### src/core/dsicmd_pkg.sv
// Shared constants and types for the clear / OTP / format command handler
package dsicmd_pkg;

    // ==========================================================
    // Command codes and addresses
    localparam logic [3:0] DSICMD_CMD_CLEAR = 4'h7;
    localparam logic [3:0] DSICMD_CMD_NVM = 4'h9;
    localparam logic [3:0] DSICMD_CMD_FMT = 4'ha;
    localparam logic [3:0] DSICMD_GLOBAL_ADDR = 4'h0;

    // ==========================================================
    // Response patterns
    localparam logic [3:0] DSICMD_NVM_OFF_ZERO = 4'h0;
    localparam logic [3:0] DSICMD_NVM_OFF_ONES = 4'hf;
    localparam logic [1:0] DSICMD_NVM_ON_ONES = 2'h3;
    localparam logic [3:0] DSICMD_FMT_PATTERN = 4'h6;

    // ==========================================================
    // Format registers
    localparam int DSICMD_FMT_REGS = 8;
    localparam logic [2:0] DSICMD_FMT_CRC_LEN = 3'h4;
    localparam logic [2:0] DSICMD_FMT_SW_LEN = 3'h5;
    localparam logic [2:0] DSICMD_FMT_RSVD = 3'h6;
    localparam logic [2:0] DSICMD_FMT_SEL = 3'h7;
    localparam logic [3:0] DSICMD_CRC_LEN_MAX = 4'h8;
    localparam logic [3:0] DSICMD_SW_LEN_MIN = 4'h8;
    localparam logic [3:0] DSICMD_SEL_CUSTOM = 4'hf;
    localparam logic [3:0] DSICMD_SEL_STD = 4'h0;
    // Index 7 down to 0; also the standard format values
    localparam logic [7:0][3:0] DSICMD_FMT_RESET = 32'h00840a11;

    // ==========================================================
    // OTP layout: five 16-bit programming groups
    localparam int DSICMD_OTP_GROUPS = 5;
    localparam int DSICMD_OTP_GW = 16;
    localparam logic [2:0] DSICMD_GRP_CFG = 3'h0;
    localparam logic [3:0] DSICMD_REG_CFG1 = 4'h6;
    localparam logic [3:0] DSICMD_REG_CFG2 = 4'h7;
    localparam logic [3:0] DSICMD_REG_USER_FIRST = 4'h8;
    localparam logic [3:0] DSICMD_REG_USER_LAST = 4'hf;
    localparam logic [3:0] DSICMD_POS_CFG1_LO = 4'h0;
    localparam logic [3:0] DSICMD_POS_CFG1_HI = 4'h4;
    localparam logic [3:0] DSICMD_POS_ADDR = 4'h8;
    localparam logic [3:0] DSICMD_POS_DEVICE_DISABLE_BIT = 4'hc;
    localparam logic [3:0] DSICMD_POS_GLOBAL_ADDR_ENABLE_BIT = 4'hd;
    localparam logic [3:0] DSICMD_POS_PAR = 4'he;
    localparam logic [3:0] DSICMD_POS_LOCK = 4'hf;
    localparam logic [3:0] DSICMD_POS_UPPER = 4'h4;
    localparam logic [3:0] DSICMD_POS_ODD = 4'h8;
    localparam logic [1:0] DSICMD_BANK_0 = 2'h0;
    localparam logic [1:0] DSICMD_BANK_1 = 2'h1;
    localparam logic [1:0] DSICMD_BANK_2 = 2'h2;
    localparam logic [1:0] DSICMD_BANK_3 = 2'h3;
    localparam logic [3:0] DSICMD_MASK_NIB = 4'hf;
    localparam logic [3:0] DSICMD_MASK_BIT = 4'h1;

    // ==========================================================
    // Types
    typedef struct packed {
        logic is_long;
        logic crc_ok;
        logic [3:0] addr;
        logic [3:0] cmd;
        logic [7:0] data;
    } dsicmd_frame_t;

    typedef struct packed {
        logic [3:0] reg_addr;
        logic [3:0] nibble;
    } dsicmd_nvm_data_t;

    typedef struct packed {
        logic wr;
        logic [2:0] sel;
        logic [3:0] nibble;
    } dsicmd_fmt_data_t;

    typedef struct packed {
        logic [7:0] crc_poly;
        logic [7:0] seed;
        logic [3:0] crc_len;
        logic [3:0] sw_len;
    } dsicmd_fmt_set_t;

    typedef struct packed {
        logic ok;
        logic [2:0] grp;
        logic [3:0] lsb;
        logic [3:0] mask;
    } dsicmd_field_t;

endpackage

### src/core/dsicmd_otp.sv
// OTP field store: 80 bits in five 16-bit programming groups
`timescale 1ns/1ps

module dsicmd_otp
    import dsicmd_pkg::*;
#(
    parameter int GROUPS = DSICMD_OTP_GROUPS
) (
    input wire logic clk_i,
    input wire logic resetn_i,
    input wire logic acc_i,
    input wire logic prog_i,
    input wire logic [3:0] reg_addr_i,
    input wire logic [1:0] bank_i,
    input wire logic [3:0] wdata_i,
    input wire logic [3:0] dev_addr_i,
    output logic field_ok_o,
    output logic [3:0] field_data_o,
    output logic device_disable_bit_o,
    output logic global_addr_enable_bit_o
);

    typedef struct packed {
        logic [GROUPS-1:0][DSICMD_OTP_GW-1:0] grp;
    } dsicmd_otp_state_t;

    dsicmd_otp_state_t st;
    dsicmd_otp_state_t next_st;
    dsicmd_field_t fld;
    logic [DSICMD_OTP_GW-1:0] cur;
    logic [DSICMD_OTP_GW-1:0] wmask;
    logic [DSICMD_OTP_GW-1:0] wval;

    // ==========================================================
    // Field map
    function automatic dsicmd_field_t field_map(input logic [3:0] ra, input logic [1:0] bk);
        dsicmd_field_t f;
        f = '0;
        if (ra == DSICMD_REG_CFG1) begin
            f.grp = DSICMD_GRP_CFG;
            f.mask = DSICMD_MASK_NIB;
            f.ok = (bk == DSICMD_BANK_1) || (bk == DSICMD_BANK_2);
            f.lsb = (bk == DSICMD_BANK_2) ? DSICMD_POS_CFG1_HI : DSICMD_POS_CFG1_LO;
        end else if (ra == DSICMD_REG_CFG2) begin
            f.grp = DSICMD_GRP_CFG;
            f.ok = 1'b1;
            case (bk)
                DSICMD_BANK_0: begin
                    f.lsb = DSICMD_POS_LOCK;
                    f.mask = DSICMD_MASK_BIT;
                end
                DSICMD_BANK_1: begin
                    f.lsb = DSICMD_POS_ADDR;
                    f.mask = DSICMD_MASK_NIB;
                end
                DSICMD_BANK_2: begin
                    f.lsb = DSICMD_POS_GLOBAL_ADDR_ENABLE_BIT;
                    f.mask = DSICMD_MASK_BIT;
                end
                default: begin
                    f.lsb = DSICMD_POS_PAR;
                    f.mask = DSICMD_MASK_BIT;
                end
            endcase
        end else if (ra >= DSICMD_REG_USER_FIRST) begin
            f.grp = 3'(((ra - DSICMD_REG_USER_FIRST) >> 1) + 4'h1);
            f.mask = DSICMD_MASK_NIB;
            f.ok = (bk == DSICMD_BANK_1) || (bk == DSICMD_BANK_2);
            f.lsb = (ra[0] ? DSICMD_POS_ODD : 4'h0) | ((bk == DSICMD_BANK_2) ? DSICMD_POS_UPPER : 4'h0);
            if (ra == DSICMD_REG_USER_LAST && bk == DSICMD_BANK_3) begin
                f.ok = 1'b1;
                f.grp = DSICMD_GRP_CFG;
                f.lsb = DSICMD_POS_DEVICE_DISABLE_BIT;
                f.mask = DSICMD_MASK_BIT;
            end
        end
        return f;
    endfunction

    // ==========================================================
    // Programming: bits only ever set, whole group at once
    always_comb begin
        fld = field_map(reg_addr_i, bank_i);
        next_st = st;
        cur = st.grp[fld.grp];
        wmask = DSICMD_OTP_GW'({12'h000, fld.mask} << fld.lsb);
        wval = DSICMD_OTP_GW'({12'h000, wdata_i} << fld.lsb) & wmask;
        if (fld.grp == DSICMD_GRP_CFG) begin
            wval = wval | DSICMD_OTP_GW'({12'h000, dev_addr_i} << DSICMD_POS_ADDR);
        end
        if (acc_i && prog_i && fld.ok) begin
            next_st.grp[fld.grp] = cur | wval;
        end
        field_ok_o = fld.ok;
        field_data_o = 4'((next_st.grp[fld.grp] >> fld.lsb)) & fld.mask;
    end

    always_ff @(posedge clk_i) begin
        if (!resetn_i) begin
            st <= '0;
        end else begin
            st <= next_st;
        end
    end

    assign device_disable_bit_o = st.grp[DSICMD_GRP_CFG][DSICMD_POS_DEVICE_DISABLE_BIT];
    assign global_addr_enable_bit_o = st.grp[DSICMD_GRP_CFG][DSICMD_POS_GLOBAL_ADDR_ENABLE_BIT];

endmodule

### src/core/dsicmd_core.sv
// Command handler for clear, OTP read/write and format control frames
`timescale 1ns/1ps

module dsicmd_core
    import dsicmd_pkg::*;
(
    input wire logic clk_i,
    input wire logic resetn_i,
    input wire logic frame_valid_i,
    input wire dsicmd_frame_t frame_i,
    input wire logic [3:0] dev_addr_i,
    input wire logic nvm_enable_flag_i,
    input wire logic [1:0] bank_sel_i,
    output logic resp_valid_o,
    output logic [15:0] resp_word_o,
    output logic clear_reset_o,
    output logic bus_switch_open_o,
    output logic fmt_custom_o,
    output dsicmd_fmt_set_t fmt_active_o,
    output logic device_disable_bit_o,
    output logic global_addr_enable_bit_o
);

    typedef struct packed {
        logic [DSICMD_FMT_REGS-1:0][3:0] fmt;
        logic resp_valid;
        logic [15:0] resp_word;
        logic clear_pulse;
        logic switch_open;
    } dsicmd_state_t;

    dsicmd_state_t st;
    dsicmd_state_t next_st;
    dsicmd_nvm_data_t nvm_d;
    dsicmd_fmt_data_t fmt_d;
    logic hit;
    logic addr_own;
    logic addr_glb;
    logic clear_go;
    logic nvm_go;
    logic fmt_go;
    logic otp_ok;
    logic [3:0] otp_nib;
    logic [DSICMD_FMT_REGS-1:0][3:0] fmt_eff;

    // ==========================================================
    // Format register write with per-register guards
    function automatic logic [DSICMD_FMT_REGS-1:0][3:0] fmt_write(
        input logic [DSICMD_FMT_REGS-1:0][3:0] regs,
        input logic [2:0] sel,
        input logic [3:0] val
    );
        logic [DSICMD_FMT_REGS-1:0][3:0] r;
        r = regs;
        case (sel)
            DSICMD_FMT_CRC_LEN: begin
                if (val <= DSICMD_CRC_LEN_MAX) begin
                    r[sel] = val;
                end
            end
            DSICMD_FMT_SW_LEN: begin
                if (val >= DSICMD_SW_LEN_MIN) begin
                    r[sel] = val;
                end
            end
            DSICMD_FMT_RSVD: begin
                r[sel] = regs[sel];
            end
            DSICMD_FMT_SEL: begin
                if (val == DSICMD_SEL_CUSTOM) begin
                    r[sel] = DSICMD_SEL_CUSTOM;
                end
            end
            default: begin
                r[sel] = val;
            end
        endcase
        return r;
    endfunction

    // ==========================================================
    // Frame decode
    always_comb begin
        nvm_d = dsicmd_nvm_data_t'(frame_i.data);
        fmt_d = dsicmd_fmt_data_t'(frame_i.data);
        hit = frame_valid_i && frame_i.crc_ok;
        addr_own = (frame_i.addr == dev_addr_i);
        addr_glb = (frame_i.addr == DSICMD_GLOBAL_ADDR);
        // Any frame length, data bits unused
        clear_go = hit && (frame_i.cmd == DSICMD_CMD_CLEAR) && (addr_own || addr_glb);
        // Global address takes precedence over an own address of zero
        nvm_go = hit && frame_i.is_long && (frame_i.cmd == DSICMD_CMD_NVM) && addr_own && !addr_glb;
        fmt_go = hit && frame_i.is_long && (frame_i.cmd == DSICMD_CMD_FMT) && (addr_own || addr_glb);
    end

    dsicmd_otp u_otp (
        .clk_i(clk_i),
        .resetn_i(resetn_i),
        .acc_i(nvm_go),
        .prog_i(nvm_enable_flag_i),
        .reg_addr_i(nvm_d.reg_addr),
        .bank_i(bank_sel_i),
        .wdata_i(nvm_d.nibble),
        .dev_addr_i(dev_addr_i),
        .field_ok_o(otp_ok),
        .field_data_o(otp_nib),
        .device_disable_bit_o(device_disable_bit_o),
        .global_addr_enable_bit_o(global_addr_enable_bit_o)
    );

    // ==========================================================
    // Next state
    always_comb begin
        next_st = st;
        next_st.resp_valid = 1'b0;
        next_st.clear_pulse = 1'b0;
        if (clear_go) begin
            // Format registers back to defaults, bus switch opened, never answered
            next_st.fmt = DSICMD_FMT_RESET;
            next_st.switch_open = 1'b1;
            next_st.clear_pulse = 1'b1;
        end else if (nvm_go) begin
            next_st.resp_valid = 1'b1;
            if (nvm_enable_flag_i) begin
                next_st.resp_word = {frame_i.addr, nvm_d.reg_addr, DSICMD_NVM_ON_ONES, bank_sel_i,
                                     otp_ok ? otp_nib : 4'h0};
            end else begin
                next_st.resp_word = {frame_i.addr, DSICMD_NVM_OFF_ZERO, DSICMD_NVM_OFF_ONES,
                                     frame_i.addr};
            end
        end else if (fmt_go) begin
            if (fmt_d.wr) begin
                next_st.fmt = fmt_write(st.fmt, fmt_d.sel, fmt_d.nibble);
            end
            if (!addr_glb) begin
                next_st.resp_valid = 1'b1;
                next_st.resp_word = {frame_i.addr, DSICMD_FMT_PATTERN, fmt_d.wr, fmt_d.sel,
                                     next_st.fmt[fmt_d.sel]};
            end
        end
    end

    always_ff @(posedge clk_i) begin
        if (!resetn_i) begin
            st <= '{fmt: DSICMD_FMT_RESET, resp_valid: 1'b0, resp_word: 16'h0000,
                    clear_pulse: 1'b0, switch_open: 1'b0};
        end else begin
            st <= next_st;
        end
    end

    // ==========================================================
    // Outputs
    always_comb begin
        fmt_eff = fmt_custom_o ? st.fmt : DSICMD_FMT_RESET;
        fmt_active_o = '{crc_poly: {fmt_eff[1], fmt_eff[0]}, seed: {fmt_eff[3], fmt_eff[2]},
                         crc_len: fmt_eff[DSICMD_FMT_CRC_LEN], sw_len: fmt_eff[DSICMD_FMT_SW_LEN]};
    end

    assign fmt_custom_o = (st.fmt[DSICMD_FMT_SEL] == DSICMD_SEL_CUSTOM);
    assign resp_valid_o = st.resp_valid;
    assign resp_word_o = st.resp_word;
    assign clear_reset_o = st.clear_pulse;
    assign bus_switch_open_o = st.switch_open;

    // ==========================================================
    // Assertions
    a_clear_opens_switch: assert property (@(posedge clk_i) disable iff (!resetn_i)
        clear_go |=> clear_reset_o && bus_switch_open_o && !fmt_custom_o)
        else $error("Clear did not reset and open switch");

    a_clear_short_ok: assert property (@(posedge clk_i) disable iff (!resetn_i)
        (hit && !frame_i.is_long && frame_i.cmd == DSICMD_CMD_CLEAR && addr_glb) |=> clear_reset_o)
        else $error("Short clear frame not accepted");

    a_clear_no_resp: assert property (@(posedge clk_i) disable iff (!resetn_i)
        clear_reset_o |-> !resp_valid_o)
        else $error("Response sent to clear");

    a_nvm_global_idle: assert property (@(posedge clk_i) disable iff (!resetn_i)
        (hit && frame_i.cmd == DSICMD_CMD_NVM && addr_glb) |=> !resp_valid_o && $stable(device_disable_bit_o))
        else $error("Global OTP command acted");

    a_nvm_short_silent: assert property (@(posedge clk_i) disable iff (!resetn_i)
        (frame_valid_i && !frame_i.is_long && frame_i.cmd == DSICMD_CMD_NVM) |=> !resp_valid_o)
        else $error("Response to short OTP command");

    a_nvm_off_word: assert property (@(posedge clk_i) disable iff (!resetn_i)
        (nvm_go && !nvm_enable_flag_i) |=>
            resp_valid_o && resp_word_o == {$past(frame_i.addr), 8'h0f, $past(frame_i.addr)})
        else $error("Wrong OTP reply with NVM disabled");

    a_nvm_on_word: assert property (@(posedge clk_i) disable iff (!resetn_i)
        (nvm_go && nvm_enable_flag_i) |=> resp_valid_o
            && resp_word_o[15:4] == {$past(frame_i.addr), $past(frame_i.data[7:4]), 2'b11, $past(bank_sel_i)})
        else $error("Wrong OTP reply with NVM enabled");

    a_fmt_short_keep: assert property (@(posedge clk_i) disable iff (!resetn_i)
        (frame_valid_i && !frame_i.is_long && frame_i.cmd == DSICMD_CMD_FMT) |=> $stable(st.fmt) && !resp_valid_o)
        else $error("Short format frame had an effect");

    a_fmt_global_quiet: assert property (@(posedge clk_i) disable iff (!resetn_i)
        (fmt_go && addr_glb) |=> !resp_valid_o)
        else $error("Response to global format command");

    a_fmt_reply_word: assert property (@(posedge clk_i) disable iff (!resetn_i)
        (fmt_go && !addr_glb) |=> resp_valid_o
            && resp_word_o[15:4] == {$past(frame_i.addr), 4'h6, $past(frame_i.data[7:4])})
        else $error("Wrong format reply");

    a_fmt_read_only: assert property (@(posedge clk_i) disable iff (!resetn_i)
        (fmt_go && !fmt_d.wr) |=> $stable(st.fmt))
        else $error("Format read changed a register");

    a_crc_len_guard: assert property (@(posedge clk_i) disable iff (!resetn_i)
        (fmt_go && fmt_d.wr && fmt_d.sel == 3'h4 && fmt_d.nibble > 4'h8) |=> $stable(st.fmt[4]))
        else $error("CRC length accepted above eight");

    a_swlen_guard: assert property (@(posedge clk_i) disable iff (!resetn_i)
        (fmt_go && fmt_d.wr && fmt_d.sel == 3'h5 && fmt_d.nibble < 4'h8) |=> $stable(st.fmt[5]))
        else $error("Short-word length accepted below eight");

    a_sel_sticky: assert property (@(posedge clk_i) disable iff (!resetn_i)
        (fmt_custom_o && !clear_go) |=> fmt_custom_o)
        else $error("Format selection left all ones");

    a_crc_bad_drop: assert property (@(posedge clk_i) disable iff (!resetn_i)
        (frame_valid_i && !frame_i.crc_ok) |=> !resp_valid_o && !clear_reset_o && $stable(st.fmt))
        else $error("Bad CRC frame had an effect");

    a_clear_other_addr: assert property (@(posedge clk_i) disable iff (!resetn_i)
        (hit && frame_i.cmd == DSICMD_CMD_CLEAR && !addr_own && !addr_glb)
            |=> !clear_reset_o && $stable(bus_switch_open_o))
        else $error("Clear to a foreign address acted");

    a_clear_fmt_default: assert property (@(posedge clk_i) disable iff (!resetn_i)
        clear_go |=> st.fmt == DSICMD_FMT_RESET)
        else $error("Clear left format registers changed");

    a_switch_held: assert property (@(posedge clk_i) disable iff (!resetn_i)
        bus_switch_open_o |=> bus_switch_open_o)
        else $error("Bus switch closed without reset");

    a_nvm_other_addr: assert property (@(posedge clk_i) disable iff (!resetn_i)
        (hit && frame_i.cmd == DSICMD_CMD_NVM && !addr_own) |=> !resp_valid_o)
        else $error("OTP command to another address answered");

    a_nvm_no_prog: assert property (@(posedge clk_i) disable iff (!resetn_i)
        (nvm_go && !nvm_enable_flag_i) |=> $stable(device_disable_bit_o) && $stable(global_addr_enable_bit_o))
        else $error("OTP programmed with NVM disabled");

    a_fmt_write_lands: assert property (@(posedge clk_i) disable iff (!resetn_i)
        (fmt_go && fmt_d.wr && fmt_d.sel < DSICMD_FMT_CRC_LEN) |=> st.fmt[$past(fmt_d.sel)] == $past(fmt_d.nibble))
        else $error("Format write did not land");

    a_std_formats: assert property (@(posedge clk_i) disable iff (!resetn_i)
        !fmt_custom_o |-> fmt_active_o.crc_len == DSICMD_FMT_RESET[DSICMD_FMT_CRC_LEN]
            && fmt_active_o.sw_len == DSICMD_FMT_RESET[DSICMD_FMT_SW_LEN])
        else $error("Custom format used before selection");

    a_sel_clear_keep: assert property (@(posedge clk_i) disable iff (!resetn_i)
        (!fmt_custom_o && fmt_go && fmt_d.wr && fmt_d.sel == DSICMD_FMT_SEL && fmt_d.nibble != DSICMD_SEL_CUSTOM)
            |=> !fmt_custom_o)
        else $error("Partial selection write took effect");

    a_crc_len_range: assert property (@(posedge clk_i) disable iff (!resetn_i)
        st.fmt[DSICMD_FMT_CRC_LEN] <= DSICMD_CRC_LEN_MAX)
        else $error("CRC length register above eight");

    a_swlen_range: assert property (@(posedge clk_i) disable iff (!resetn_i)
        st.fmt[DSICMD_FMT_SW_LEN] >= DSICMD_SW_LEN_MIN)
        else $error("Short-word length register below eight");

    a_resp_needs_frame: assert property (@(posedge clk_i) disable iff (!resetn_i)
        resp_valid_o |-> $past(frame_valid_i && frame_i.crc_ok))
        else $error("Response without a good frame");

    a_clear_needs_frame: assert property (@(posedge clk_i) disable iff (!resetn_i)
        clear_reset_o |-> $past(hit))
        else $error("Clear pulse without a good frame");

    c_clear_seen: cover property (@(posedge clk_i) disable iff (!resetn_i) clear_go ##1 clear_reset_o);
    c_nvm_prog: cover property (@(posedge clk_i) disable iff (!resetn_i) nvm_go && nvm_enable_flag_i);
    c_fmt_custom: cover property (@(posedge clk_i) disable iff (!resetn_i) !fmt_custom_o ##1 fmt_custom_o);
    c_fmt_read: cover property (@(posedge clk_i) disable iff (!resetn_i) fmt_go && !fmt_d.wr && !addr_glb);
    c_fmt_global: cover property (@(posedge clk_i) disable iff (!resetn_i) fmt_go && addr_glb && fmt_d.wr);

endmodule

### config.mk
export PLATFORM = sky130hd
export DESIGN_NAME = dsicmd_core
export DESIGN_NICKNAME = d
export VERILOG_FILES = /design/src/core/dsicmd_pkg.sv /design/src/core/dsicmd_otp.sv /design/src/core/dsicmd_core.sv
export SDC_FILE = /design/constraint.sdc
export NUM_CORES = 1
export LEC_CHECK = 0
export BUFFER_PORTS_ARGS = -buffer_cell sky130_fd_sc_hd__buf_4
export CAP_MARGIN = 10
export CORE_ASPECT_RATIO = 0.6
export CORE_UTILIZATION = 50
export CTS_CLUSTER_DIAMETER = 50
export DETAILED_ROUTE_END_ITERATION = 6
export PLACE_DENSITY = 0.76
export SYNTH_ARGS = -nofsm -noshare
export SYNTH_HDL_FRONTEND = slang
export SYNTH_SLANG_ARGS = --single-unit
### constraint.sdc
create_clock -name clk_i -period 5.65 [get_ports clk_i]
set_clock_uncertainty 0.15 [all_clocks]
set_input_delay 0.8475 -clock clk_i [delete_from_list [all_inputs] [get_ports clk_i]]
set_output_delay 0.8475 -clock clk_i [all_outputs]
set_load 0.02 [all_outputs]
==> results of run 1 <==
layout make-up:
cell class | instances | area, sq um
fillers | 1751 | 7620
well taps | 240 | 300
inverters | 14 | 52.6
repair buffers | 126 | 958
flip-flops and latches | 131 | 2620
diodes | 1 | 2.50
clock buffers | 18 | 439
clock inverters | 14 | 151
multi-input cells | 1011 | 6340
worst max path at each step:
stage                                       end        start
finish              resp_word_o[2]$_SDFFE_PN0P_   frame_i[6]
global route        resp_word_o[2]$_SDFFE_PN0P_   frame_i[6]
CTS                 resp_word_o[2]$_SDFFE_PN0P_   frame_i[6]
detailed placement  resp_word_o[2]$_SDFFE_PN0P_   frame_i[6]
global placement    resp_word_o[0]$_SDFFE_PN0P_  frame_i[12]
floorplan           resp_word_o[0]$_SDFFE_PN0P_   frame_i[5]
power breakdown:
| part | switching (mW) | internal, mW | leakage [nW] | total [mW] |
|---|---|---|---|---|
| Clock | 0.472 | 0.666 | 0.287 | 1.14 |
| Sequential | 0.000445 | 0.924 | 1.05 | 0.924 |
| Combinational | 0.337 | 0.149 | 2.52 | 0.486 |
| Total | 0.810 | 1.74 | 3.86 | 2.55 |
placed cells by master, fill, tap and decap left out, types with 8 or more instances in the layout:
cell and count:
sky130_fd_sc_hd__and3_1 12, sky130_fd_sc_hd__o22ai_1 33, sky130_fd_sc_hd__mux2_2 11, sky130_fd_sc_hd__nand2b_1 21, sky130_fd_sc_hd__a31oi_1 23, sky130_fd_sc_hd__buf_4 125, sky130_fd_sc_hd__dfxtp_1 131, sky130_fd_sc_hd__a21oi_1 102
sky130_fd_sc_hd__nor2_1 187, sky130_fd_sc_hd__clkbuf_16 17, sky130_fd_sc_hd__inv_1 12, sky130_fd_sc_hd__mux2i_1 27, sky130_fd_sc_hd__o211ai_1 17, sky130_fd_sc_hd__a211oi_1 86, sky130_fd_sc_hd__nor3_1 26, sky130_fd_sc_hd__nand4_1 8
sky130_fd_sc_hd__o221ai_1 19, sky130_fd_sc_hd__a221oi_1 13, sky130_fd_sc_hd__and2_1 31, sky130_fd_sc_hd__or3_1 8, sky130_fd_sc_hd__nand3_1 33, sky130_fd_sc_hd__o21ai_0 60, sky130_fd_sc_hd__a21o_1 9, sky130_fd_sc_hd__a22oi_1 8
sky130_fd_sc_hd__nand2_1 100, sky130_fd_sc_hd__ha_1 11
registers in the layout, summed over array words and instances (netlist names):
name and cells:
u_otp.st 78, st 32, resp_word_o 16, bus_switch_open_o 1, clear_reset_o 1, resp_valid_o 1
u_otp.device_disable_bit_o 1, u_otp.global_addr_enable_bit_o 1
critical path: stages:
cell	delay [ps]
sky130_fd_sc_hd__buf_4	350
sky130_fd_sc_hd__inv_1	110
sky130_fd_sc_hd__ha_1	730
sky130_fd_sc_hd__inv_1	420
sky130_fd_sc_hd__o32ai_1	450
sky130_fd_sc_hd__o32ai_1	190
sky130_fd_sc_hd__a221o_1	430
sky130_fd_sc_hd__nor3_1	170
sky130_fd_sc_hd__o22a_1	260
sky130_fd_sc_hd__o21ai_0	110
sky130_fd_sc_hd__a211oi_1	350
sky130_fd_sc_hd__o31ai_1	130
per-stage QoR:
step | instances | worst slack, ps | power, mW | util (%) | hold WS, ps
after floorplan | 1291 | 1040 | 1.24 | - | 281
after global placement | 1522 | 1120 | 1.40 | 55.6 | 294
after detailed placement | 1522 | 1040 | 1.40 | 55.6 | 303
after CTS | 1554 | 1500 | 2.53 | 58.8 | 313
after global routing | 1554 | 1150 | 2.62 | 58.8 | 338
final | 1555 | 1240 | 2.55 | 58.8 | 315
routing by layer:
layer | up-vias | routed length [um] | part of all wire, %
met4 | 2 | 503 | 1.2
met2 | 874 | 14400 | 36
li1 | 4875 | - | -
met1 | 5122 | 18300 | 45
met3 | 49 | 7190 | 18
met5 | - | 40 | 0.099
cell families after synthesis:
family,count (synthesis)
muxes,45
adders and majority gates,11
AOI/OAI and AO/OA,478
buffers and inverters,149
DFF,131
and+or+nand+nor,473
xor gates and xnor gates,4
==> implementation parameters, run 1 <==
Parameter                              Value

Status
  Result of the run ... complete, but fails checks
  Violations in the final reports ... design-rule violations

Timing
  Measured slew at the worst slew-check pin ... 1010 ps
  Final count of pins violating max slew ... 0
  Aggregate negative setup slack ... 0 ps
  Number of setup violations in the final report ... 0
  Maximum achievable frequency ... 0.227 GHz
  Unrepaired setup endpoints after global routing ... no
  Minimum clock period ... 4410 ps
  Post-route fraction of the period consumed by the critical path ... 78.0%
  Headroom to the max-slew limit ... 32.6%
  Final hold violations ... 0

Logic synthesis
  Synth Area in Compound Gates ... 34.3%
  Adder-cell share of the synthesized area ... 1.42%
  Top-area cell type share of the netlist area ... 27.1%
  Multiplexer share of the synthesized area ... 5.71%
  Count of synthesis-stage warnings from yosys ... 0
  Cell area after synthesis ... 0.00966 sq mm
  Cells taking the most area after synthesis ... sky130_fd_sc_hd__dfxtp_1, sky130_fd_sc_hd__nor2_1, sky130_fd_sc_hd__a211oi_1
  Synth top cells by count ... sky130_fd_sc_hd__nor2_1, sky130_fd_sc_hd__dfxtp_1, sky130_fd_sc_hd__a21oi_1
  Post-Synth XOR/XNOR Area ... 0.363%
  Largest area contributor in the netlist ... sky130_fd_sc_hd__dfxtp_1
  Count of cell types in the netlist ... 92
  Main flop type after synthesis ... sky130_fd_sc_hd__dfxtp_1
  Synthesized flop and latch total ... 131
  Main combinational cell family by area after synthesis ... compound AO/OA/AOI/OAI gates
  Fraction of the mapped netlist area in simple logic gates ... 23.7%
  Number of enable-type register cells in the synthesized netlist ... 0
  Part of the Yosys area used for sequential elements ... 27.1%
  Post-synthesis cell count ... 1291
  Most instantiated library cell after synthesis ... sky130_fd_sc_hd__nor2_1
  Synth Area per Inst ... 7.48 sq um
  Share of flip-flops with an asynchronous set or reset ... 0%
  Syn_nets ... 1330

Global routing
  Met1 capacity usage during global routing ... 61.1%
  Remaining global-route overflow ... 0
  Maximum number of pins on one net before global-route repair ... 91
  Global Route met3 Usage ... 20.3%
  Routing usage on met2 ... 49.6%
  Initial antenna violation count ... 1
  Number of global-route vias before repair ... 9605
  Wire length of the first global-routing pass ... 60600 um
  Combined global-route utilization of all metal layers ... 41.0%
  Most Crowded Layer GR ... met1

Clock network
  Clock-pin slew on the worst setup and hold paths ... 60 ps
  Clock sink count ... 131
  Clock H-tree levels ... 4
  Clock tree from TritonCTS ... done
  Number of buffers added to fix hold violations after cts ... 0
  CTS buffer count ... 17
  Number of gates resized after cts ... 0
  Maximum clock path buffer count ... 2
  Clock tree root buffer cell ... sky130_fd_sc_hd__clkbuf_16
  Insertion delay to the later sink of the worst-skew pair ... 440 ps
  Post CTS Setup Buffer Count ... 0

Detailed routing
  Number of design rule violations left after detail routing ... 3
  Pre-antenna DRT Iters ... 7
  Initial detailed-routing violation count ... 2127
  Total Routed Length ... 40400 um
  Vias per inst ... 7.02
  Post-DRT Antenna Nets ... 0
  Vias after detailed routing ... 10900
  Drt wl/cell ... 26.0 um

Die
  Die Y-Extent ... 110 um
  Row count ... 38
  Full die area ... 0.0199 sq mm
  Initial cell density of the core ... 52.2%
  Chip Width ... 181 um
  Number of top-level pins ... 74
  Core region area ... 0.0185 sq mm

Final layout
  Post-layout net count ... 1340
  Area Growth Syn to Fin ... 12.5%
  Finished layout cell area ... 0.0109 sq mm
  Share of cells above drive strength 1 ... 16.3%

Critical path
  Register-to-Register Setup Slack ... 2730 ps
  Critical Path End Type ... register
  FF-to-FF path depth ... 10
  Crit path arrival time ... 4580 ps
  Launch point of the worst reg-to-reg path ... st[30]$_SDFFE_PP1P_
  Worst reg2reg endpoint ... resp_word_o[3]$_SDFFE_PN0P_
  Kind of start point of the critical path ... primary input
  Max Fanout on Critical Path ... 34
  Crit Path Class ... primary input to register
  Data required time at the worst endpoint ... 5820 ps

Min path
  HP Start ... resp_word_o[4]$_SDFFE_PN0P_
  Hold Path Class ... register to register
  Worst Hold End ... resp_word_o[4]$_SDFFE_PN0P_
  Hold path depth ... 2

Placed design
  Placed cell area ... 0.0103 sq mm
  Final HPWL DP ... 29500 um
  PortBufs ... 73
  GPL Wtd Cong ... 1.07

Pwr
  Leakage power figure ... 3.86 nW
  Ratio of total power to cell area ... 234 mW/mm^2
  Peak ir drop on the vdd network ... 0.211 mV

Job
  Max cap viols ... 0
Power figures use the tool's default switching activity.
==> run 2, diff against run 1 <==
--- a/config.mk
+++ b/config.mk
@@ -5,6 +5,7 @@
 export SDC_FILE = /design/constraint.sdc
 export NUM_CORES = 1
 export LEC_CHECK = 0
+export ABC_AREA = 1
 export BUFFER_PORTS_ARGS = -buffer_cell sky130_fd_sc_hd__buf_4
 export CAP_MARGIN = 10
 export CORE_ASPECT_RATIO = 0.6
==> constraint.sdc (replaced) <==
create_clock -name clk_i -period 4.4 [get_ports clk_i]
set_clock_uncertainty 0.15 [all_clocks]
set_input_delay 0.66 -clock clk_i [delete_from_list [all_inputs] [get_ports clk_i]]
set_output_delay 0.66 -clock clk_i [all_outputs]
set_load 0.02 [all_outputs]
==> run 2 against run 1 <==
Global-route usage decreased by 0.090 points. Synthesized cell count increased by 47%. Clock power increased by 35%. Worst setup slack got worse by 650 ps. Sequential cell count unchanged. Largest cell class unchanged. Core utilization decreased by 0.45 points. Die area increased by 12%. Wire length increased by 13%. Clock-buffer cell count increased by 5. The flow now finishes without violations.
==> implementation parameters, run 2 <==
Parameter                              Value

Status
  Result of the run ... finished, final reports clean

Critical path
  Worst path buffer plus inverter count ... 3
  Kind of start point of the critical path ... primary input
  Max Fanout on Critical Path ... 10
  Family with the most delay on the worst path ... simple AND/OR/NAND/NOR gates
  Max stage delay on crit path ... 390 ps
  Crit Path Class ... primary input to register
  Dominant cell type by count on the critical path ... sky130_fd_sc_hd__nand2_1
  Cells along the critical path ... buf_4, inv_4, nor2_4, nand2_2, nand2_1, nand2_1, nand2_2, nand3_4, nor2_4, buf_4, nand2_1, nand3_1, nand2_1, a21oi_1, nand2_1, nand2_1, nand3_1, nand2_1, nand2_1, nand2_1, nand3_1, nand2_1, nand2_1, a21oi_1
  Crit path arrival time ... 4020 ps
  Critical Path End Type ... register
  Data required time at the worst endpoint ... 4610 ps
  Highest-delay cell along the critical path ... sky130_fd_sc_hd__nor2_4

Timing
  Unrepaired setup endpoints after global routing ... no
  Minimum clock period ... 3810 ps
  Post-route fraction of the period consumed by the critical path ... 86.6%
  Final hold violations ... 0
  Maximum achievable frequency ... 0.262 GHz
  Number of setup violations in the final report ... 0
  Headroom to the max-slew limit ... 31.5%
  Aggregate negative setup slack ... 0 ps
  Final setup slack of the worst path ... 590 ps
  Final count of pins violating max slew ... 0
  Measured slew at the worst slew-check pin ... 1030 ps

Die
  Row count ... 41
  Chip Width ... 192 um
  Die Y-Extent ... 116 um
  Number of top-level pins ... 74
  Initial cell density of the core ... 51.3%
  Core region area ... 0.0211 sq mm
  Full die area ... 0.0222 sq mm

Final layout
  Most frequent standard cell in the layout excluding fill and tap cells ... sky130_fd_sc_hd__nand2_1
  Area Growth Syn to Fin ... 13.7%
  Largest register by flop count ... u_otp.st
  Post-layout net count ... 1970
  Number of inserted diodes ... 0
  Post-route insts no fill ... 2222
  Flip-flop count of the largest register after layout ... 78
  Share of cells above drive strength 1 ... 11.2%
  Top library cells by usage in the layout, fill and taps aside ... sky130_fd_sc_hd__nand2_1, sky130_fd_sc_hd__o21ai_0, sky130_fd_sc_hd__a21oi_1
  Final cell utilization of the core ... 58.3%

Clock network
  Insertion delay to the later sink of the worst-skew pair ... 450 ps
  Clock sink count ... 131
  CTS buffer count ... 17
  Number of gates resized after cts ... 0
  Post CTS Setup Buffer Count ... 0
  Maximum clock path buffer count ... 2
  Number of buffers added to fix hold violations after cts ... 0
  Clock-pin slew on the worst setup and hold paths ... 60 ps
  Clock tree from TritonCTS ... done
  Clock H-tree levels ... 4
  Clock tree root buffer cell ... sky130_fd_sc_hd__clkbuf_16

Placed design
  Final HPWL DP ... 32900 um
  Instance count after placement with tap cells included ... 2191
  PortBufs ... 73
  Pre-CTS setup slack ... 340 ps
  GPL Wtd Cong ... 1.04

Detailed routing
  Vias per inst ... 6.13
  Drt wl/cell ... 20.5 um
  Total Routed Length ... 45600 um
  Number of design rule violations left after detail routing ... 0
  Post-DRT Antenna Nets ... 0
  Initial detailed-routing violation count ... 2235
  Pre-antenna DRT Iters ... 7
  Vias after detailed routing ... 13600

Pwr
  Leakage power figure ... 5.60 nW
  Ratio of total power to cell area ... 280 mW/mm^2
  Peak ir drop on the vdd network ... 0.301 mV

Logic synthesis
  Most instantiated library cell after synthesis ... sky130_fd_sc_hd__nand2_1
  Post-synthesis cell count ... 1898
  Cell area after synthesis ... 0.0108 sq mm
  Number of enable-type register cells in the synthesized netlist ... 0
  Synthesized flop and latch total ... 131
  Part of the Yosys area used for sequential elements ... 24.3%
  Count of cell types in the netlist ... 52
  Synth Area per Inst ... 5.70 sq um
  Share of flip-flops with an asynchronous set or reset ... 0%
  Largest area contributor in the netlist ... sky130_fd_sc_hd__dfxtp_1
  Cells taking the most area after synthesis ... sky130_fd_sc_hd__dfxtp_1, sky130_fd_sc_hd__nand2_1, sky130_fd_sc_hd__o21ai_0
  Synth top cells by count ... sky130_fd_sc_hd__nand2_1, sky130_fd_sc_hd__o21ai_0, sky130_fd_sc_hd__a21oi_1
  Top-area cell type share of the netlist area ... 24.3%
  Count of synthesis-stage warnings from yosys ... 0
  Main flop type after synthesis ... sky130_fd_sc_hd__dfxtp_1
  Syn_nets ... 1937

Global routing
  Maximum number of pins on one net before global-route repair ... 63
  Combined global-route utilization of all metal layers ... 40.9%
  Wire length of the first global-routing pass ... 68200 um
  Number of global-route vias before repair ... 11500
  Remaining global-route overflow ... 0
  Initial antenna violation count ... 0

Job
  Max cap viols ... 0

Min path
  Hold Path Class ... register to register
run 2: cell count changes in the layout (fill, tap and decap cells not counted), moves of 20 or more:
cell and delta:
sky130_fd_sc_hd__inv_1 +140, sky130_fd_sc_hd__o21ai_0 +175, sky130_fd_sc_hd__a211oi_1 -85, sky130_fd_sc_hd__nor3_1 -21, sky130_fd_sc_hd__nand2_1 +427, sky130_fd_sc_hd__a21oi_1 +94
sky130_fd_sc_hd__nand4_1 +20, sky130_fd_sc_hd__mux2i_1 -26, sky130_fd_sc_hd__nand2b_1 -21, sky130_fd_sc_hd__nor2_1 -25, sky130_fd_sc_hd__a31oi_1 -21, sky130_fd_sc_hd__and2_1 -30
sky130_fd_sc_hd__nand3_1 +133
run 2: through the flow:
step / power (mW) / area [sq um] / hold slack (ps)
after floorplan: 1.64 / 10800 / 306
after global placement: 1.89 / 11700 / 297
after detailed placement: 1.89 / 11700 / 328
after CTS: 3.41 / 12300 / 338
after global routing: 3.56 / 12300 / 348
final: 3.45 / 12300 / 333
run 2: report_power, final:
group / internal [mW] / total (mW) / switching [mW]
Combinational: 0.199 / 0.713 / 0.514
Sequential: 1.19 / 1.19 / 0.000902
Clock: 0.962 / 1.54 / 0.582
run 2: path summary, 6_finish.rpt:
kind | to | cells after the start | slack [ps] | start
setup / recovery | resp_word_o[2]$_SDFFE_PN0P_ | 24 | 590 | frame_i[5]
hold / removal | bus_switch_open_o$_SDFFE_PN0P_ | 2 | 330 | bus_switch_open_o$_SDFFE_PN0P_
setup reg to reg | resp_word_o[2]$_SDFFE_PN0P_ | 13 | 1280 | st[33]$_SDFFE_PP0P_
hold reg to reg | bus_switch_open_o$_SDFFE_PN0P_ | 2 | 330 | bus_switch_open_o$_SDFFE_PN0P_
run 2: per-layer routing:
layer / vias up / wire, um / track usage [%]
met3: 78 / 7780 / 17.4
li1: 6380 / - / -
met1: 6135 / 20700 / 62.5
met2: 1022 / 16500 / 50.3
met5: - / 0 / 0
met4: 0 / 696 / 9.21
run 2: worst register-to-register path: stages (launching register included):
cell and delay, ps:
sky130_fd_sc_hd__dfxtp_1 330, sky130_fd_sc_hd__inv_1 180, sky130_fd_sc_hd__o22ai_1 190, sky130_fd_sc_hd__o21ai_0 250, sky130_fd_sc_hd__nand2_1 290, sky130_fd_sc_hd__o211ai_1 270, sky130_fd_sc_hd__o2111ai_1 120, sky130_fd_sc_hd__o21ai_0 150
sky130_fd_sc_hd__o21ai_0 180, sky130_fd_sc_hd__or2_2 320, sky130_fd_sc_hd__nand3_1 220, sky130_fd_sc_hd__nand2_1 100, sky130_fd_sc_hd__a21oi_1 160, sky130_fd_sc_hd__a21oi_1 90
run 2: cells by family after synthesis:
logic type / synth area share [%]
AO/OA/AOI/OAI: 25.7
adder cells (fa/ha/maj): 1.27
buffers and inverters: 11.4
flip-flops: 24.3
multiplexers: 0.197
AND/OR/NAND/NOR: 37.2
run 2: final cells by class:
class,count,area (sq um)
Multi-Input combinational cell,1471,6970
Clock buffer,23,498
Tap cell,279,349
Clock inverter,8,124
Inverter,175,659
Timing Repair Buffer,135,1080
Fill cell,2102,8790
Sequential cell,131,2620
==> run 3, diff against run 2 <==
--- a/config.mk
+++ b/config.mk
@@ -13,6 +13,7 @@
 export CTS_CLUSTER_DIAMETER = 50
 export DETAILED_ROUTE_END_ITERATION = 6
 export PLACE_DENSITY = 0.76
+export REMOVE_ABC_BUFFERS = 1
 export SYNTH_ARGS = -nofsm -noshare
 export SYNTH_HDL_FRONTEND = slang
 export SYNTH_SLANG_ARGS = --single-unit
==> run 3 against run 2 <==
First-iteration DRC count shrank 4.8%. Clock power is essentially flat. Final area is essentially flat. Critical path type unchanged. Sequential power is essentially flat. Critical endpoint is now resp_word_o[0]$_SDFFE_PN0P_. Non-clock buffer count shrank 4. Worst setup slack lost 210 ps. Combinational power shrank 2%. Highest routed layer unchanged. Fmax shrank 5.2%. Core utilization is essentially flat. Critical path depth shrank 2. Via count grew 1.4%. Die area is the same.
==> implementation parameters, run 3 (same netlist as run 2, synthesis figures left out) <==
Parameter                              Value

Timing
  Measured slew at the worst slew-check pin ... 869 ps
  Number of setup violations in the final report ... 0
  Unrepaired setup endpoints after global routing ... no
  Post-route fraction of the period consumed by the critical path ... 91.4%
  Headroom to the max-slew limit ... 42.0%
  Maximum achievable frequency ... 0.249 GHz
  Final hold violations ... 0
  Hold WS ... 339 ps
  Final count of pins violating max slew ... 0
  Minimum clock period ... 4020 ps

Detailed routing
  Post-DRT Antenna Nets ... 0
  Initial detailed-routing violation count ... 2128
  Number of design rule violations left after detail routing ... 0
  Total Routed Length ... 44700 um
  Vias per inst ... 6.22
  Vias after detailed routing ... 13800
  Drt wl/cell ... 20.1 um
  Pre-antenna DRT Iters ... 6

Final layout
  Area Growth Syn to Fin ... 13.7%
  Most frequent standard cell in the layout excluding fill and tap cells ... sky130_fd_sc_hd__nand2_1
  Share of cells above drive strength 1 ... 11.1%
  Flip-flop count of the largest register after layout ... 78
  Largest register by flop count ... u_otp.st
  Top library cells by usage in the layout, fill and taps aside ... sky130_fd_sc_hd__nand2_1, sky130_fd_sc_hd__o21ai_0, sky130_fd_sc_hd__a21oi_1
  Post-layout net count ... 1966
  Post-route insts no fill ... 2219
  Number of inserted diodes ... 0

Placed design
  GPL Wtd Cong ... 1.06
  Instance count after placement with tap cells included ... 2187
  Final HPWL DP ... 32100 um
  PortBufs ... 73

Critical path
  Crit Path Class ... primary input to register
  Highest-delay cell along the critical path ... sky130_fd_sc_hd__o21ai_0
  Crit path arrival time ... 4250 ps
  Cells along the critical path ... buf_4, inv_2, nand2_1, nor2_8, a21oi_1, nand2_2, nand3_4, nor3_4, buf_12, o21ai_0, nand2_1, nand3_1, nand3b_1, nand2_1, nand2_1, inv_1, a21oi_1, nor2_1, nand2_1, nand2_1, nand2_1, a21oi_1
  Dominant cell type by count on the critical path ... sky130_fd_sc_hd__nand2_1
  Critical Path End Type ... register
  Max stage delay on crit path ... 640 ps
  Data required time at the worst endpoint ... 4630 ps
  Kind of start point of the critical path ... primary input
  Max Fanout on Critical Path ... 25

Clock network
  Post CTS Setup Buffer Count ... 0
  Number of gates resized after cts ... 0
  Clock-pin slew on the worst setup and hold paths ... 70 ps
  Clock H-tree levels ... 4
  Clock tree from TritonCTS ... done
  Maximum clock path buffer count ... 2
  CTS buffer count ... 17
  Clock sink count ... 131
  Insertion delay to the later sink of the worst-skew pair ... 450 ps
  Number of buffers added to fix hold violations after cts ... 0
  Clock tree root buffer cell ... sky130_fd_sc_hd__clkbuf_16

Die
  Number of top-level pins ... 74
  Die Y-Extent ... 116 um
  Initial cell density of the core ... 51.3%
  Core region area ... 0.0211 sq mm
  Row count ... 41
  Chip Width ... 192 um
  Full die area ... 0.0222 sq mm

Min path
  Hold Path Class ... register to register

Global routing
  Maximum number of pins on one net before global-route repair ... 60
  Initial antenna violation count ... 0
  Wire length of the first global-routing pass ... 68300 um
  Remaining global-route overflow ... 0
  Combined global-route utilization of all metal layers ... 40.5%
  Number of global-route vias before repair ... 11800

Pwr
  Peak ir drop on the vdd network ... 0.279 mV
  Leakage power figure ... 5.57 nW
  Overall power of the completed layout ... 3.43 mW
  Ratio of total power to cell area ... 279 mW/mm^2

Status
  Result of the run ... finished, final reports clean

Job
  Max cap viols ... 0
[run 3: per-stage QoR]
stage	area [sq um]	setup WS [ps]	util [%]	setup TNS (ps)
after global routing	12300	253	58.3	0
final	12300	380	58.3	0
after CTS	12300	566	58.3	0
after detailed placement	11700	172	55.4	0
after floorplan	10200	-429	-	-1490
after global placement	11700	38.8	55.4	0
[run 3: cell type report]
cell class                 count  area (sq um)
timing repair buffer         131          1070
clock buffer                  20           457
clock inverter                12           156
tap                          279           349
inverter                     175           659
multi-input combinational   1471          6980
sequential                   131          2620
fill                        2164          8790
[run 3: metal layers]
layer	part of all wire [%]	vias to the layer above	global-route usage [%]	wire, um
li1	-	6395	-	-
met1	45	6258	63.2	20100
met2	36	1057	50.4	16000
met3	17	94	14.4	7720
met4	1.8	0	9.21	824
met5	0	-	0	0
[run 3: worst max-delay path: cells and delay by family]
family,cells,cell delay [ps]
and+or+nand+nor,14,1870
AOI/OAI and AO/OA,4,1020
buffers and inverters,4,660
[run 3: worst paths after layout]
check                                       from                             end  slack [ps]  cells past startpoint
hold reg to reg   bus_switch_open_o$_SDFFE_PN0P_  bus_switch_open_o$_SDFFE_PN0P_         340                      2
hold / removal    bus_switch_open_o$_SDFFE_PN0P_  bus_switch_open_o$_SDFFE_PN0P_         340                      2
setup / recovery                      frame_i[7]     resp_word_o[0]$_SDFFE_PN0P_         380                     22
setup reg to reg             st[49]$_SDFFE_PP0P_     resp_word_o[2]$_SDFFE_PN0P_        1100                     14
[run 3: power by group]
group / switching [mW] / total, mW / internal, mW
clock network: 0.623 / 1.54 / 0.922
logic: 0.499 / 0.696 / 0.197
registers: 0.000920 / 1.19 / 1.19
total: 1.12 / 3.43 / 2.31
